===== src/verilog/ssf_pkg.sv =====
package ssf_pkg;

  // ==========================================================
  // Register offsets
  localparam logic [7:0] ADDR_FIFO_STATUS = 8'h0d;
  localparam logic [7:0] ADDR_FIFO_DATA = 8'h0e;
  localparam logic [7:0] ADDR_FIFO_SETUP = 8'h0f;
  localparam logic [7:0] ADDR_ELAPSED_TICKS = 8'h10;
  localparam logic [7:0] ADDR_SYSTEM_MODE = 8'h11;

  // ==========================================================
  // Field positions
  localparam int SETUP_MODE_LSB = 6;
  localparam int SETUP_WMRK_LSB = 0;
  localparam int STATUS_OVF_BIT = 7;
  localparam int STATUS_WMRK_BIT = 6;
  localparam int STATUS_CNT_LSB = 0;

  // ==========================================================
  // Overflow modes
  localparam logic [1:0] MODE_DISABLED = 2'h0;
  localparam logic [1:0] MODE_CIRCULAR = 2'h1;
  localparam logic [1:0] MODE_STOP = 2'h2;
  localparam logic [1:0] MODE_UNUSED = 2'h3;

  // ==========================================================
  // Reset values and sizes
  localparam logic [1:0] RESET_MODE = 2'h0;
  localparam logic [5:0] RESET_WMRK = 6'h00;
  localparam logic [7:0] RESET_TICKS = 8'h00;
  localparam logic [7:0] RESET_READ_DATA = 8'h00;
  localparam int FIFO_DEPTH = 32;
  localparam int SAMPLE_BYTES = 5;
  localparam int SAMPLE_WIDTH = 8 * SAMPLE_BYTES;

  // ==========================================================
  // State of the control block
  typedef struct packed {
    logic [1:0] mode;
    logic [5:0] wmrkLevel;
    logic [4:0] wrPtr;
    logic [4:0] rdPtr;
    logic [5:0] count;
    logic [2:0] byteIdx;
    logic overflowFlag;
    logic wmrkHitFlag;
    logic tickRun;
    logic [7:0] ticks;
    logic intSource;
    logic prevActive;
    logic sysMode;
    logic [7:0] rdData;
    logic rdValid;
  } ssf_ctrl_s;

  // State of the two-entry buffer
  typedef struct packed {
    logic [SAMPLE_WIDTH-1:0] entry0;
    logic [SAMPLE_WIDTH-1:0] entry1;
    logic [1:0] fill;
    logic inReady;
  } ssf_buf_s;

endpackage


===== src/verilog/ssf_smp_if.sv =====
`timescale 1ns/10ps
// Sample stream from the buffer into the FIFO store
interface ssf_smp_if;
  import ssf_pkg::*;
  logic valid;
  logic ready;
  logic [SAMPLE_WIDTH-1:0] data;
  modport src (output valid, output data, input ready);
  modport dst (input valid, input data, output ready);
endinterface


===== src/verilog/ssf_fifo_ctrl.sv =====
`timescale 1ns/10ps
module ssf_fifo_ctrl
  import ssf_pkg::*;
#(
  parameter int DEPTH = FIFO_DEPTH
)
(
  // Clock and reset
  input wire logic ref_clk,
  input wire logic rst_b,
  // Register access port
  input wire logic regWrEn,
  input wire logic regRdEn,
  input wire logic [7:0] regAddr,
  input wire logic [7:0] regWrData,
  output logic [7:0] regRdData,
  output logic regRdValid,
  // Sample stream and acquisition tick
  input wire logic sampleValid,
  input wire logic [SAMPLE_WIDTH-1:0] sampleData,
  output logic sampleReady,
  input wire logic acqTick,
  // System mode and FIFO event
  input wire logic activeMode,
  output logic fifoIntSource
);

  ssf_ctrl_s st;
  ssf_ctrl_s next_st;
  logic [SAMPLE_WIDTH-1:0] sampleMem [DEPTH];
  logic memWr;
  logic popNow;
  logic [SAMPLE_WIDTH-1:0] head;
  logic [1:0] newMode;

  ssf_smp_if smp ();

  // ==========================================================
  // Input buffer
  ssf_skid_buf u_buf (
    .ref_clk(ref_clk),
    .rst_b(rst_b),
    .inValid(sampleValid),
    .inData(sampleData),
    .inReady(sampleReady),
    .outPort(smp)
  );

  // Pointer step with wrap at the depth
  function automatic logic [4:0] ptrInc(input logic [4:0] p);
    ptrInc = (p == 5'(DEPTH - 1)) ? 5'h00 : p + 5'h01;
  endfunction

  // Byte of the head sample, first byte the most significant
  function automatic logic [7:0] headByte(input logic [SAMPLE_WIDTH-1:0] s,
                                          input logic [2:0] i);
    headByte = s[SAMPLE_WIDTH - 1 - 8 * i -: 8];
  endfunction

  assign head = sampleMem[st.rdPtr];
  // The store is single ported per cycle: a pop stalls the stream
  assign popNow = regRdEn && (regAddr == ADDR_FIFO_DATA) && (st.count != 6'h00)
                  && (st.byteIdx == 3'(SAMPLE_BYTES - 1));
  assign smp.ready = !popNow;
  assign newMode = regWrData[SETUP_MODE_LSB +: 2];

  // ==========================================================
  // Control state update
  always_comb
  begin
    next_st = st;
    memWr = 1'b0;
    next_st.rdValid = regRdEn;
    next_st.prevActive = activeMode;
    next_st.sysMode = activeMode;

    // Setup writes, accepted whatever the system mode
    if (regWrEn && (regAddr == ADDR_FIFO_SETUP))
    begin
      next_st.wmrkLevel = regWrData[SETUP_WMRK_LSB +: 6];
      if (newMode == MODE_DISABLED || st.mode == MODE_DISABLED)
      begin
        if (newMode != MODE_UNUSED)
        begin
          next_st.mode = newMode;
        end
      end
      // else: direct 01/10 swap keeps the old mode
    end

    // Reads: data port pops, status read clears the event source
    if (regRdEn)
    begin
      unique case (regAddr)
        ADDR_FIFO_STATUS:
        begin
          next_st.rdData = {st.overflowFlag, st.wmrkHitFlag, st.count};
          next_st.intSource = 1'b0;
        end
        ADDR_FIFO_DATA:
        begin
          next_st.rdData = RESET_READ_DATA;
          if (st.count != 6'h00)
          begin
            next_st.rdData = headByte(head, st.byteIdx);
            if (popNow)
            begin
              next_st.byteIdx = 3'h0;
              next_st.rdPtr = ptrInc(st.rdPtr);
              next_st.count = st.count - 6'h01;
            end
            else
            begin
              next_st.byteIdx = st.byteIdx + 3'h1;
            end
          end
        end
        ADDR_FIFO_SETUP: next_st.rdData = {st.mode, st.wmrkLevel};
        ADDR_ELAPSED_TICKS: next_st.rdData = st.ticks;
        ADDR_SYSTEM_MODE: next_st.rdData = {7'h00, st.sysMode};
        default: next_st.rdData = RESET_READ_DATA;
      endcase
    end

    // Sample intake; the watermark never throttles it
    if (smp.valid && smp.ready)
    begin
      if (st.mode == MODE_CIRCULAR || st.mode == MODE_STOP)
      begin
        if (st.count != 6'(DEPTH))
        begin
          memWr = 1'b1;
          next_st.wrPtr = ptrInc(st.wrPtr);
          next_st.count = st.count + 6'h01;
        end
        else if (st.mode == MODE_CIRCULAR)
        begin
          memWr = 1'b1;
          next_st.wrPtr = ptrInc(st.wrPtr);
          next_st.rdPtr = ptrInc(st.rdPtr);
          next_st.byteIdx = 3'h0;
        end
        // Stop mode at full: sample dropped, contents kept
      end
    end

    // Elapsed ticks: start at overflow, saturate, clear when emptied
    if (st.tickRun && acqTick && st.ticks != 8'hff)
    begin
      next_st.ticks = st.ticks + 8'h01;
    end
    if (next_st.count == 6'(DEPTH))
    begin
      next_st.tickRun = 1'b1;
    end
    if (popNow && st.count == 6'h01)
    begin
      next_st.tickRun = 1'b0;
      next_st.ticks = RESET_TICKS;
    end

    // Flush when disabled or on entry to active mode
    if (next_st.mode == MODE_DISABLED || (activeMode && !st.prevActive))
    begin
      memWr = 1'b0;
      next_st.wrPtr = 5'h00;
      next_st.rdPtr = 5'h00;
      next_st.count = 6'h00;
      next_st.byteIdx = 3'h0;
      next_st.tickRun = 1'b0;
      next_st.ticks = RESET_TICKS;
    end

    // Flags follow the count; level zero never matches
    next_st.overflowFlag = (next_st.count == 6'(DEPTH));
    next_st.wmrkHitFlag = (next_st.wmrkLevel != RESET_WMRK)
                          && (next_st.count == next_st.wmrkLevel);
    // Rising event sets the source bit; set wins over a same-cycle clear
    if ((next_st.overflowFlag && !st.overflowFlag)
        || (next_st.wmrkHitFlag && !st.wmrkHitFlag))
    begin
      next_st.intSource = 1'b1;
    end
  end

  // ==========================================================
  // Registers
  always_ff @(posedge ref_clk or negedge rst_b)
  begin
    if (!rst_b)
    begin
      st <= '0;
    end
    else
    begin
      st <= next_st;
    end
  end

  // Sample storage, no reset needed since the count guards it
  always_ff @(posedge ref_clk)
  begin
    if (memWr)
    begin
      sampleMem[st.wrPtr] <= smp.data;
    end
  end

  assign regRdData = st.rdData;
  assign regRdValid = st.rdValid;
  assign fifoIntSource = st.intSource;

endmodule // ssf_fifo_ctrl


===== src/verilog/ssf_skid_buf.sv =====
`timescale 1ns/10ps
// ==========================================================
// Two-entry buffer: a stall by the store loses no sample
module ssf_skid_buf
  import ssf_pkg::*;
(
  // Clock and reset
  input wire logic ref_clk,
  input wire logic rst_b,
  // Upstream
  input wire logic inValid,
  input wire logic [SAMPLE_WIDTH-1:0] inData,
  output logic inReady,
  // Downstream
  ssf_smp_if.src outPort
);

  ssf_buf_s st;
  ssf_buf_s next_st;
  logic push;
  logic pop;

  // Head entry drives the stream
  assign outPort.valid = (st.fill != 2'h0);
  assign outPort.data = st.entry0;

  // Shift-register update; ready is registered from the next fill
  always_comb
  begin
    next_st = st;
    push = inValid && st.inReady;
    pop = outPort.valid && outPort.ready;
    if (pop)
    begin
      next_st.entry0 = st.entry1;
      next_st.fill = st.fill - 2'h1;
    end
    if (push)
    begin
      if (next_st.fill == 2'h0)
      begin
        next_st.entry0 = inData;
      end
      else
      begin
        next_st.entry1 = inData;
      end
      next_st.fill = next_st.fill + 2'h1;
    end
    next_st.inReady = (next_st.fill != 2'h2);
  end

  always_ff @(posedge ref_clk or negedge rst_b)
  begin
    if (!rst_b)
    begin
      st <= '0;
    end
    else
    begin
      st <= next_st;
    end
  end

  assign inReady = st.inReady;

endmodule // ssf_skid_buf


===== config.mk =====
export PLATFORM = sky130hd
export DESIGN_NAME = ssf_fifo_ctrl
export DESIGN_NICKNAME = d
export VERILOG_FILES = /design/src/verilog/ssf_pkg.sv /design/src/verilog/ssf_smp_if.sv /design/src/verilog/ssf_fifo_ctrl.sv /design/src/verilog/ssf_skid_buf.sv
export SDC_FILE = /design/constraint.sdc
export NUM_CORES = 1
export LEC_CHECK = 0
export BUFFER_PORTS_ARGS = -buffer_cell sky130_fd_sc_hd__buf_4
export CAP_MARGIN = 20
export CORE_MARGIN = 3
export CORE_UTILIZATION = 35
export CTS_CLUSTER_DIAMETER = 80
export DETAILED_ROUTE_END_ITERATION = 8
export PLACE_DENSITY = 0.53
export REMOVE_ABC_BUFFERS = 1
export SLEW_MARGIN = 20
export SYNTH_ARGS = -nofsm -noshare
export SYNTH_HDL_FRONTEND = slang
export SYNTH_SLANG_ARGS = --single-unit

===== constraint.sdc =====
create_clock -name ref_clk -period 4.43 [get_ports ref_clk]
set_input_delay 0.886 -clock ref_clk [delete_from_list [all_inputs] [get_ports ref_clk]]
set_output_delay 0.886 -clock ref_clk [all_outputs]
set_load 0.05 [all_outputs]

# Word level (Yosys, flattened, before mapping)
# Memories as Yosys holds them, arrays and structs flattened.
# Index checks and enable logic that the tools add are counted.
[word_totals] ff_bits=132 ram_bits=1280 word_cells=126 mem_count=1
[mem_list] memory="sampleMem" depth=32 word_bits=40 rd=1 rd_ports_with_merged_regs=0 write_ports=1 line_no="ssf_fifo_ctrl.sv:30" rtl="logic [SAMPLE_WIDTH-1:0] sampleMem [DEPTH];"
[classes] n_addsub=9 n_eq_ne=18 shifts=1 muxes=40 bitwise=1 reduce_logical=38
[ops] cell="$mux 40" n=3
[ops] cell="$mux 82" n=1
[ops] cell="$mux 19" n=3
[ops] cell="$shiftx 47x33->8" n=1
[ops] cell="$mux 14" n=3
[ops] cell="$pmux 8 s5" n=1
[ops] cell="$eq 8x4->1 const B" n=3
[ops] cell="$mux 8" n=3
[ops] cell="$mux 5" n=4
[ops] cell="$mux 9" n=2
[ops] cell="$eq 8x5->1 const B" n=2
[ops] cell="$logic_and 1x1->1" n=13
[ops] cell="$eq 6x6->1 const B" n=2
[ops] cell="$reduce_bool 6->1" n=2
[ops] cell="$mux 1" n=11
[ops] cell="$mux 11" n=1
[ops] cell="$add 5x1->5 const B" n=2
[ops] cell="$eq 5x5->1 const B" n=2
[ops] cell="$mux 10" n=1
[ops] cell="$reduce_bool 2->1" n=5
[ops] cell="$mux 3" n=3
[ops] cell="$reduce_bool 3->1" n=3
[ops] cell="$add 8x1->8 const B" n=1
[ops] cell="$logic_not 2->1" n=4
[ops] cell="21 further kinds" n=31

# Logic depth before layout (Yosys ltp)
# Gate-level depths: netlist of run 1.
[depth] depth_word=19 ltp_mapped=17 depth_no_buf=13

# Modules after synthesis
# Synthesis of run 1 repeated with hierarchy kept, for this count alone.
[hier_totals] cells_unflattened=2624 hier_area_um2=55949.9
[by_module_without_submodules] module="ssf_fifo_ctrl" n_inst=1 cells_each=2304 area_per_inst_um2=51888.5
[by_module_without_submodules] module="ssf_skid_buf" n_inst=1 cells_each=320 area_per_inst_um2=4061.4

# Least setup slack after synthesis of run 1
# No wires, ideal clock.
[synth_path] path_type="input port to flip-flop" start="in regAddr[5]" end="mem sampleMem[30][0] (netlist name) (enable)" setup_time_ps=438 arrival_time_ps=4280 t_required_ps=3992 slack_ps=-288 cell_stages=9 n_path_buf=2 path_cell_list="or3_1 > clkbuf_1 > nor2_1 > a211oi_1 > nand2b_1 > clkbuf_1 > nor2_1 > nand2_1 > nor2_1"
[synth_between] elab_chain_cells=10
[synth_rtl] item="from (decl)" line_no="ssf_fifo_ctrl.sv:14" rtl="input wire logic [7:0] regAddr,"
[synth_rtl] item="$eq 8x4->1" line_no="ssf_fifo_ctrl.sv:62" rtl="assign popNow = regRdEn && (regAddr == ADDR_FIFO_DATA) && (st.count != 6'h00)"
[synth_rtl] item="$logic_and 1x1->1 (2 in series)" line_no="ssf_fifo_ctrl.sv:62"
[synth_rtl] item="$logic_and 1x1->1" line_no="ssf_fifo_ctrl.sv:63" rtl="&& (st.byteIdx == 3'(SAMPLE_BYTES - 1));"
[synth_rtl] item="$logic_not 1->1" line_no="ssf_fifo_ctrl.sv:64" rtl="assign smp.ready = !popNow;"
[synth_rtl] item="$logic_and 1x1->1" line_no="ssf_fifo_ctrl.sv:126" rtl="if (smp.valid && smp.ready)"
[synth_rtl] item="$mux 1" line_no="ssf_fifo_ctrl.sv:126"
[synth_rtl] item="$mux 1 *" line_no="ssf_fifo_ctrl.sv:163" rtl="if (next_st.mode == MODE_DISABLED || (activeMode && !st.prevActive))"
[synth_rtl] item="$mux 1 *" line_no="ssf_fifo_ctrl.sv:203" rtl="if (memWr)"
[synth_rtl] item="$mux 1 (implied by the code) *" line_no="ssf_fifo_ctrl.sv:205" rtl="sampleMem[st.wrPtr] <= smp.data;"
[synth_rtl] item="to (decl)" line_no="ssf_fifo_ctrl.sv:30"
# Mark *: on every way between the ends. The rest lies on a longest branch, timed or not.

# Final worst setup path of run 1
[layout_path] start="reg st[32] (netlist name)" end="reg st (netlist bit regRdData[2])"
[layout_between] elab_chain_cells=4
[layout_rtl] item="from (decl)" line_no="ssf_fifo_ctrl.sv:28" rtl="ssf_ctrl_s st;"
[layout_rtl] item="from (signal assigned)" line_no="ssf_fifo_ctrl.sv:196" rtl="st <= next_st;"
[layout_rtl] item="$mem_v2 32x40"
[layout_rtl] item="$shiftx 47x33->8" line_no="ssf_fifo_ctrl.sv:57" rtl="headByte = s[SAMPLE_WIDTH - 1 - 8 * i -: 8];"
[layout_rtl] item="$mux 8" line_no="ssf_fifo_ctrl.sv:103" rtl="if (st.count != 6'h00)"
[layout_rtl] item="$pmux 8 s5" line_no="ssf_fifo_ctrl.sv:94" rtl="unique case (regAddr)"
# No other way between the ends.
# A chain may end at the register's enable or synchronous reset.

==> metrics.txt, run 1 <==
share of layout cells above drive strength 1 33.3%; maximum fanout count along the critical path 21; number of nets at the end of the flow 2849; most frequently used flop master after synthesis edfxtp_1; PostCTS Resize Cnt 0; Clk Tree Root Cell clkbuf_16; outcome finished, final reports clean; setup repair after global routing missed its margin false; Pre-Repair DR Iteration Count 6; aggregate negative setup slack 0 ps; final hold violation count 0; Num Clock Sinks 1412; async set or reset register ratio after synthesis 9.35%; Worst Path Buf+Inv 2; leading cell types by total area after synthesis edfxtp_1 69%, mux4_2 16%, dfrtp_1 6.0%; sequential cell area in the final layout 41800 µm²; Crit. End Element flip-flop; worst hold slack 74.9 ps; area of combinational cells with multiple inputs 13200 µm²; vias in the first global route 28100; ANT nets after route 0; # port buffers 73; pwr dens 507 nW/µm²; Seq pwr share 55.2%; initial antenna violation count 1; Syn Std Cell Area 55500 µm²; clock tree from TritonCTS done; Crit Path Class flip-flop to flip-flop; share of Yosys cell area claimed by the top area cell type 69.3%; aggregate global routing overflow 0; part of the total power dissipated in the clock network 37.3%; clock slew at reported path FFs 60 ps; largest buffer count on any clock path 3; crit path DAT 4460 ps; final-report max-slew violation count 0; cell-internal power 24.6 mW; HP Class input pin to async pin; count of hold-fix buffers inserted at cts 0; number of buffers created by CTS 150; routability congestion estimate from global placement 0.866; number of setup violations in the final report 0; post-CTS repair timing setup buffer count 0; most frequent cells after synthesis 1280 x edfxtp_1, 400 x mux4_2, 132 x dfrtp_1; DRC errors left 0; most instantiated library cell after synthesis edfxtp_1; setup clock skew after layout 36.8 ps; die height 404 µm; HPWL after DPL 86900 µm; insertion delay of the later-clocked pin in the worst-skew pair 770 ps; num rows 145; Lkg Pwr 20.3 nW; final routed wire length divided by cell count 28.7 µm; NetSw 8.20 mW; Syn Inst Count 2543; aggregate routed wire length 142000 µm; data required time of the worst path 5010 ps; maximum achievable frequency 258 MHz; # IOs 74; final design utilization 41.2%; effective utilization at floorplan 35.4%; pin count of the biggest net entering global routing 87; proportion of total power due to net switching 25.0%; IR drop worst, VDD 0.000401 V; Yosys reg bits 1412; final period utilization 87.5%; Overall Power 32.8 mW; mean area per synthesized cell 21.8 µm²; Core Region 157000 µm²; master of the slowest instance on the critical path dfrtp_4; Synth warnings 0; via count of the routed design 26800; transition time at the pin with the least slew margin 1070 ps; worst-case headroom to the max-slew limit 28.9%; portion of total power attributed to combinational logic 7.5%; cell repeated most along the worst path mux4_2; minimum clock period after layout 3880 ps; signed area change from the synthesized netlist to the final layout 16.6%; horizontal die dimension 404 µm; global router's overall resource usage 17.5%; share of the yosys chip area belonging to registers 75.3%; library cells used by synthesis 70; number of enable flip-flop cells after synthesis 1280; die area 163000 µm²; Clock H-tree levels 4; largest stage delay on the critical path 850 ps; wire length of the first global-routing pass 206000 µm; average via count per standard cell 5.42; count of max-cap constraint violations 0; Top Family by Delay on Critical Path multiplexers; Yosys top cell by area edfxtp_1; count of fill cells added during filler insertion 13600; number of violations reported at the end of detailed-routing iteration 0 2645; cells along the critical path buf_12 -> buf_12 -> mux4_2 -> mux4_2 -> mux4_2 -> nor2_1 -> o31ai_1; startpoint kind of the worst setup timing path flip-flop
[registers in the layout (all words and copies together), names as in the netlist]
signal	count
regRdValid	1
u_buf.outPort.data	40
regRdData	8
u_buf.inReady	1
u_buf.st	42
sampleMem	1280
fifoIntSource	1
st	39
[cells by family after synthesis]
logic type	after synthesis	synth area share [%]
flip-flops	1412	75.3
AND/OR/NAND/NOR	271	2.34
AO/OA/AOI/OAI	145	1.69
adder cells (fa/ha/maj)	18	0.406
multiplexers	524	18.6
XOR/XNOR	15	0.237
buffers and inverters	158	1.43
[per-stage QoR]
step | instances | worst slack, ps | area, µm²
detailed placement | 4674 | 480 | 59800
floorplan | 2404 | -9620 | 54700
finish | 4944 | 553 | 64700
global route | 4942 | 403 | 64700
CTS | 4942 | 607 | 64600
global placement | 4674 | 560 | 59800
[worst paths after layout]
check | startpoint | endpoint | slack (ps) | cells past startpoint
max | st[32] | regRdData[2] | 550 | 7
min | rst_b | u_buf.st[42] | 70 | 1
max reg2reg | st[32] | regRdData[2] | 550 | 7
min reg2reg | u_buf.st[30] | u_buf.st[30] | 510 | 1
max in group asynchronous | rst_b | u_buf.outPort.data[11] | 3400 | 2
min in group ref_clk | activeMode | st[9] | 270 | 1
[cells in the final DEF (no fill, tap or decap), types with 4 or more instances in the layout]
master and n:
nand2b_1 4, o22ai_1 7, clkinv_8 6, clkinv_2 22
clkbuf_16 154, edfxtp_1 1280, o21ai_0 54, buf_12 49
o31ai_1 6, dfrtp_2 21, and3_1 8, mux2_2 62
clkbuf_1 29, dfrtp_1 107, nor2_4 33, a221oi_1 4
a222oi_1 7, mux2i_1 62, nand3_1 19, xnor2_1 9
ha_1 18, nor2b_1 10, or3_1 4, a21oi_1 28
nor3_1 14, dfrtp_4 4, inv_1 18, mux4_2 400
nand2_1 81, nor2_1 59, xor2_1 6, nand3b_1 5
clkbuf_8 12, bufinv_16 7, buf_4 162, clkinv_1 26
[layout make-up]
type / count / area share [%]
sequential: 1412 / 64.6
multi-input combinational: 973 / 20.4
clock buffer: 195 / 6.38
tap: 2058 / 3.98
timing repair buffer: 212 / 3.42
clock inverter: 73 / 1.10
inverter: 19 / 0.110
antenna: 2 / 0.00774
[worst register-to-register path, delay by kind of cell (launching register included)]
family                 cells  cell delay (ps)
muxes                      3             1550
DFF                        1              850
and+or+nand+nor            1              550
buffers and inverters      2              540
AOI/OAI and AO/OA          1              210
[metal layers]
| metal | GRT usage [%] | up-vias | part of all wire [%] |
|---|---|---|---|
| met2 | 28.9 | 838 | 50 |
| li1 | - | 11100 | - |
| met3 | 3.22 | 177 | 5.4 |
| met5 | 0 | - | 0 |
| met4 | 4.32 | 0 | 2.0 |
| met1 | 24.1 | 14600 | 43 |
[power groups by stage]
stage	combinational [mW]	clock, mW	sequential, mW
final	2.46	12.2	18.1
after global routing	2.72	13.0	18.3
after CTS	2.54	12.5	18.1
after detailed placement	2.53	0	18.4
after global placement	2.42	0	18.3
after floorplan	0.995	0	18.1
Note: power is estimated with default switching activity, not from simulation.
==> inputs of run 2 (changes only) <==
--- a/config.mk
+++ b/config.mk
@@ -5,12 +5,12 @@
 export SDC_FILE = /design/constraint.sdc
 export NUM_CORES = 1
 export LEC_CHECK = 0
-export BUFFER_PORTS_ARGS = -buffer_cell sky130_fd_sc_hd__buf_4
 export CAP_MARGIN = 20
 export CORE_MARGIN = 3
 export CORE_UTILIZATION = 35
 export CTS_CLUSTER_DIAMETER = 80
 export DETAILED_ROUTE_END_ITERATION = 8
+export DONT_BUFFER_PORTS = 1
 export PLACE_DENSITY = 0.53
 export REMOVE_ABC_BUFFERS = 1
 export SLEW_MARGIN = 20
==> run 2 against run 1 <==
Net effect: clock skew is 9.5 ps lower; flip-flop and latch count stayed put; die area stayed put; maximum frequency is 4.4% higher; design area is 0.74% lower; total power is 1.5% higher; critical path type unchanged; non-clock buffer count is 84 lower.
==> metrics.txt, run 2 (synthesis gave the netlist of run 1 again) <==
outcome finished, final reports clean; worst-case headroom to the max-slew limit 28.2% (-0.70 points); largest stage delay on the critical path 500 ps (-350 ps); number of buffers created by CTS 152 (+1.3%); largest buffer count on any clock path 3 (unchanged); vias in the first global route 27700 (-1.6%); final-report max-slew violation count 0 (unchanged); Num Clock Sinks 1412 (unchanged); die height 404 µm (unchanged); worst hold slack 44.0 ps (-31.0 ps); largest register by flop count sampleMem; number of nets at the end of the flow 2767 (-2.9%); data required time of the worst path 4890 ps (-120 ps); ANT nets after route 0 (unchanged); die area 163000 µm² (unchanged); average via count per standard cell 5.39 (-0.59%); final routed wire length divided by cell count 28.6 µm (-0.56%); startpoint kind of the worst setup timing path flip-flop; DRC errors left 0 (unchanged); most common cell after layout, fill and taps aside edfxtp_1; pin count of the biggest net entering global routing 133 (+53%); Clk Tree Root Cell clkbuf_16; initial antenna violation count 6 (+5); Lkg Pwr 20.0 nW (-1.4%); Top Family by Delay on Critical Path simple AND/OR/NAND/NOR gates; insertion delay of the later-clocked pin in the worst-skew pair 770 ps (about the same); cells along the critical path inv_1 -> ha_1 -> nand2b_1 -> o2111ai_2 -> nand3_1 -> nor2_1 -> nand2_1 -> buf_4 -> nor2_4 -> buf_12; aggregate global routing overflow 0 (unchanged); global router's overall resource usage 17.3% (-0.23 points); total instance count after detailed placement 4589 (-1.8%); pwr dens 519 nW/µm² (+2.3%); Core Region 157000 µm² (unchanged); maximum fanout count along the critical path 16 (-24%); signed area change from the synthesized netlist to the final layout 15.7%; maximum achievable frequency 269 MHz (+4.4%); horizontal die dimension 404 µm (unchanged); routability congestion estimate from global placement 0.822 (-5.2%); count of fill cells added during filler insertion 13600 (-0.12%); Crit. End Element flip-flop; master of the slowest instance on the critical path dfrtp_1; clock slew at reported path FFs 60 ps (about the same); number of setup violations in the final report 0 (unchanged); post-CTS repair timing setup buffer count 0 (unchanged); transition time at the pin with the least slew margin 1080 ps (+10.5 ps); setup repair after global routing missed its margin false; commonest cells after routing, fill and taps aside 1280 x edfxtp_1, 400 x mux4_2, 156 x clkbuf_16; Pre-Repair DR Iteration Count 8 (+2); IR drop worst, VDD 0.000409 V (+1.9%); Post-DP Area 59000 µm² (-1.4%); effective utilization at floorplan 35.4% (unchanged); # port buffers 0 (-100%); minimum clock period after layout 3720 ps (-162 ps); Clock H-tree levels 4 (unchanged); final period utilization 83.9% (-3.6 points); crit path DAT 4180 ps (-280 ps); HPWL after DPL 86200 µm (-0.81%); PostCTS Resize Cnt 0 (unchanged); clock tree from TritonCTS done; count of max-cap constraint violations 0 (unchanged); num rows 145 (unchanged); Non-Filler Instances 4869 (-1.5%); number of violations reported at the end of detailed-routing iteration 0 2877 (+8.8%); final std cell area, no fill 64200 µm² (-0.74%); Overall Power 33.3 mW (+1.5%); aggregate negative setup slack 0 ps (unchanged); HP Class input pin to async pin; aggregate routed wire length 139000 µm (-2.1%); Worst Path Buf+Inv 3 (+1); # IOs 74 (unchanged); wire length of the first global-routing pass 203000 µm (-1.4%); number of flip-flops in the largest register 1280 (unchanged); via count of the routed design 26200 (-2.1%); share of layout cells above drive strength 1 31.7% (-1.6 points); setup clock skew after layout 27.3 ps (-9.45 ps); final hold violation count 0 (unchanged); Crit Path Class flip-flop to flip-flop
==> run 2: cell count changes in the layout (fill, tap and decap cells not counted), moves of 3 or more <==
cell | previous run | this run
buf_4 | 162 | 92
bufinv_16 | 7 | 23
buf_12 | 49 | 35
clkbuf_8 | 12 | 1
clkinv_2 | 22 | 26
inv_6 | 2 | 6
clkinv_1 | 26 | 23
clkinv_8 | 6 | 3
dfrtp_1 | 107 | 104
dfrtp_2 | 21 | 24
inv_8 | 0 | 3
==> run 2: stage by stage <==
stage          setup slack [ps]  util (%)
6_report                    715      40.9
5_1_grt                     501      40.9
4_1_cts                     746      40.9
3_5_place_dp                519      37.6
3_3_place_gp                619      37.6
2_1_floorplan             -9620         -
==> run 2: worst paths after layout <==
kind / startpoint / end / slack [ps] / depth (start not counted)
worst max-delay path: st[26] / sampleMem[12][22] / 710 / 10
worst min-delay path: rst_b / u_buf.outPort.data[39] / 40 / 1
worst max register to register: st[26] / sampleMem[12][22] / 710 / 10
worst min register to register: u_buf.st[26] / u_buf.st[26] / 500 / 1
max in group asynchronous: rst_b / u_buf.outPort.data[21] / 3450 / 1
min in group ref_clk: regRdEn / regRdValid / 140 / 0
==> run 2: worst reg2reg max path, delay by kind of cell (launching register included) <==
family / cells / cell delay, ps
flip-flops: 1 / 500
AND/OR/NAND/NOR: 5 / 1550
adder cells (fa/ha/maj): 1 / 310
buffers and inverters: 3 / 670
AO/OA/AOI/OAI: 1 / 350
==> run 2: area by class of cell <==
type / count / area [µm²] / share of cell area (%)
tap: 2058 / 2570 / 4.01
clock inverter: 89 / 1110 / 1.73
inverter: 19 / 71.3 / 0.111
clock buffer: 188 / 4030 / 6.29
antenna: 2 / 5.00 / 0.00780
multi-input combinational: 973 / 13200 / 20.5
sequential: 1412 / 41800 / 65.1
timing repair buffer: 128 / 1420 / 2.21
==> run 2: timing repair <==
| item | in CTS | in global routing |
|---|---|---|
| hold buffers | 1 | 0 |
| endpoints found under the hold margin | 132 | 0 |
| endpoints found under the setup margin | 0 | 0 |
==> run 2: metal layers <==
layer  up-vias  GRT usage, %  wire [µm]
li1      10900             -          -
met1     14200          24.4      60500
met2       845          27.4      66700
met3       196          3.29       8630
met4         0          4.95       3250
met5         -             0          0
==> run 2: power by group <==
| part | total [mW] | internal [mW] | leakage [nW] | switching, mW |
|---|---|---|---|---|
| Clock | 13.0 | 7.84 | 2.51 | 5.16 |
| Sequential | 18.6 | 16.8 | 13.1 | 1.79 |
| Combinational | 1.70 | 0.661 | 4.35 | 1.04 |
==> inputs of run 3 (changes only) <==
--- a/config.mk
+++ b/config.mk
@@ -5,13 +5,14 @@
 export SDC_FILE = /design/constraint.sdc
 export NUM_CORES = 1
 export LEC_CHECK = 0
+export ABC_AREA = 1
 export CAP_MARGIN = 20
 export CORE_MARGIN = 3
 export CORE_UTILIZATION = 35
 export CTS_CLUSTER_DIAMETER = 80
 export DETAILED_ROUTE_END_ITERATION = 8
 export DONT_BUFFER_PORTS = 1
-export PLACE_DENSITY = 0.53
+export PLACE_DENSITY = 0.51
 export REMOVE_ABC_BUFFERS = 1
 export SLEW_MARGIN = 20
 export SYNTH_ARGS = -nofsm -noshare
==> constraint.sdc (replaced) <==
create_clock -name ref_clk -period 3.8 [get_ports ref_clk]
set_input_delay 0.76 -clock ref_clk [delete_from_list [all_inputs] [get_ports ref_clk]]
set_output_delay 0.76 -clock ref_clk [all_outputs]
set_load 0.05 [all_outputs]
==> run 3 against run 2 <==
Net effect: synthesized cell count up 100%; routed wire length rose by 32%; critical path type unchanged; via count grew 50%; synthesized area up 6.7%; first-iteration DRC count rose by 42%; cell count up 54%; clock power grew 10%; clock skew is 2.7 ps lower.
==> metrics.txt, run 3 <==
most common cell after layout, fill and taps aside edfxtp_1; Syn Std Cell Area 59200 µm² (+6.7%); # IOs 74 (unchanged); worst-case headroom to the max-slew limit 24.8% (-3.4 points); most frequently used flop master after synthesis edfxtp_1; mean area per synthesized cell 11.5 µm² (-47%); number of violations reported at the end of detailed-routing iteration 0 4087 (+42%); Syn Inst Count 5152 (+100%); library cells used by synthesis 45 (-36%); area of combinational cells with multiple inputs 14800 µm² (+12%); maximum fanout count along the critical path 14 (-2); Yosys reg bits 1412 (unchanged); met1 track demand over resource in global routing 29.2% (+4.9 points); endpoint of the worst register-to-register path sampleMem[8][38]; largest buffer count on any clock path 3 (unchanged); effective utilization at floorplan 35.3% (-0.079 points); Reg-to-Reg Start st[24]; count of fill cells added during filler insertion 15800 (+16%); startpoint kind of the worst setup timing path flip-flop; final routed wire length divided by cell count 24.5 µm (-14%); Crit Path Class flip-flop to flip-flop; number of nets at the end of the flow 5252 (+90%); share of layout cells above drive strength 1 11.0% (-21 points); Crit. End Element flip-flop; leading cell types by total area after synthesis edfxtp_1 65%, nand2_1 6.1%, dfrtp_1 5.6%; worst hold slack 97.8 ps (+53.8 ps); R2R Setup Slk 240 ps (-480 ps); setup repair after global routing missed its margin false; most instantiated library cell after synthesis edfxtp_1; number of setup violations in the final report 0 (unchanged); die height 417 µm (+3.2%); routability congestion estimate from global placement 0.821 (-0.13%); via count of the routed design 39200 (+50%); HP Class input pin to flip-flop; aggregate negative setup slack 0 ps (unchanged); Worst Reg-to-Reg Cells 14 (+4); Core Region 168000 µm² (+6.9%); most frequent cells after synthesis 1280 x edfxtp_1, 963 x nand2_1, 666 x nor2_1; global routing usage on met3 3.42% (+0.13 points); Clock H-tree levels 4 (unchanged); async set or reset register ratio after synthesis 9.35% (unchanged); DRC errors left 0 (unchanged); final hold violation count 0 (unchanged); number of buffers created by CTS 150 (-1.3%); number of enable flip-flop cells after synthesis 1280 (unchanged); minimum clock period after layout 3560 ps (-151 ps); ANT nets after route 0 (unchanged); share of Yosys cell area claimed by the top area cell type 65.0% (-4.3 points); Worst Hold Path EP regRdData[1]; met2 usage 33.1% (+5.7 points); wire length of the first global-routing pass 268000 µm (+32%); average via count per standard cell 5.23 (-3.0%); Pre-Repair DR Iteration Count 5 (-3); crit path DAT 4040 ps (-140 ps); number of flip-flops in the largest register 1280 (unchanged); HP Start regRdEn; # port buffers 0 (unchanged); aggregate global routing overflow 0 (unchanged); initial antenna violation count 4 (-2); IR drop worst, VDD 0.000450 V (+10%); share of the yosys chip area belonging to registers 70.6% (-4.7 points); global router's overall resource usage 20.9% (+3.6 points); Clk Tree Root Cell clkbuf_16; sequential cell area in the final layout 41800 µm² (about the same); setup clock skew after layout 24.6 ps (-2.72 ps); Lkg Pwr 24.4 nW (+22%); final period utilization 93.8% (+9.9 points); maximum achievable frequency 281 MHz (+4.2%); horizontal die dimension 417 µm (+3.2%); aggregate routed wire length 184000 µm (+32%); pin count of the biggest net entering global routing 133 (unchanged); transition time at the pin with the least slew margin 1130 ps (+48.7 ps); routing layer with the top usage in global route met2; post-CTS repair timing setup buffer count 0 (unchanged); clock slew at reported path FFs 70 ps (about the same); outcome finished, final reports clean; insertion delay of the later-clocked pin in the worst-skew pair 790 ps (+20 ps); clock tree from TritonCTS done; final-report max-slew violation count 0 (unchanged); Synth warnings 0 (unchanged); Num Clock Sinks 1412 (unchanged); die area 174000 µm² (+6.6%); data required time of the worst path 4270 ps (-620 ps); vias in the first global route 38200 (+38%); signed area change from the synthesized netlist to the final layout 14.3%; count of max-cap constraint violations 0 (unchanged); largest register by flop count sampleMem; pwr dens 563 nW/µm² (+8.5%); num rows 150 (+3.4%); HPWL after DPL 101000 µm (+17%); hold depth 2; Yosys top cell by area edfxtp_1; commonest cells after routing, fill and taps aside 1280 x edfxtp_1, 962 x nand2_1, 633 x nor2_1
-- run 3: cells by family (layout without fill, tap and decap cells) --
| kind of cell | count (synthesis) | in the layout | synth area share (%) |
|---|---|---|---|
| compound gates | 731 | 731 | 7.33 |
| fa+ha+maj | 18 | 18 | 0.381 |
| mux | 15 | 15 | 0.285 |
| simple gates | 2309 | 2309 | 16.4 |
| buf+inv | 657 | 804 | 4.94 |
| xor+xnor | 10 | 10 | 0.148 |
| flops | 1412 | 1412 | 70.6 |
| other cells | 0 | 7 | 0 |
-- run 3: worst max path at each step --
stage	start	endpoint	slack [ps]
2_1_floorplan	st[32]	regRdData[7]	-17740
5_1_grt	st[24]	sampleMem[8][38]	60
3_5_place_dp	regAddr[3]	u_buf.st[24]	-70
3_3_place_gp	regAddr[7]	u_buf.st[24]	-80
4_1_cts	st[24]	u_buf.st[24]	190
6_report	st[24]	sampleMem[8][38]	240
-- run 3: through the flow --
stage | setup WS [ps] | utilization, % | total power [mW] | instances | instance area (µm²)
finish | 235 | 40.4 | 38.1 | 7510 | 67600
global route | 61.5 | 40.4 | 39.5 | 7503 | 67600
CTS | 189 | 40.3 | 38.4 | 7502 | 67600
detailed placement | -66.5 | 37.4 | 24.0 | 7218 | 62700
global placement | -78.7 | 37.4 | 23.9 | 7214 | 62600
floorplan | -17740 | - | 22.1 | 4837 | 57500
-- run 3: critical path, cell delays in order (launching register included) --
cell and delay, ps:
dfrtp_1 380, inv_1 60, ha_1 180, ha_1 200, nand2_1 70, inv_1 100
nand3_4 140, nand2_4 60, nor2_2 100, a21oi_1 120, nor2_4 320, nand2_2 230
buf_4 210, nor2_4 720, buf_4 350
-- run 3: repair_timing --
item | CTS | global route
endpoints found under the hold margin | 134 | 0
hold buffers | 4 | 0
setup endpoints to repair | 0 | 5
gates resized for setup | 0 | 1
-- run 3: layout make-up --
type | instances | share of cell area (%)
tap | 2204 | 4.08
clock buffer | 201 | 6.04
timing repair buffer | 182 | 3.28
inverter | 342 | 1.95
sequential | 1412 | 61.8
clock inverter | 79 | 1.04
multi-input combinational | 3083 | 21.8
antenna | 7 | 0.0259
-- run 3: metal layers --
layer / vias up / wire [µm]
li1: 18000 / -
met1: 19500 / 80400
met2: 1385 / 85500
met3: 290 / 12700
met4: 0 / 5240
met5: - / 0
-- run 3: report_power, final --
part / switching, mW / leakage, nW / total, mW / internal, mW
sequential: 2.30 / 13.2 / 21.8 / 19.5
combinational: 1.19 / 8.91 / 1.88 / 0.691
clock: 6.22 / 2.33 / 14.3 / 8.11
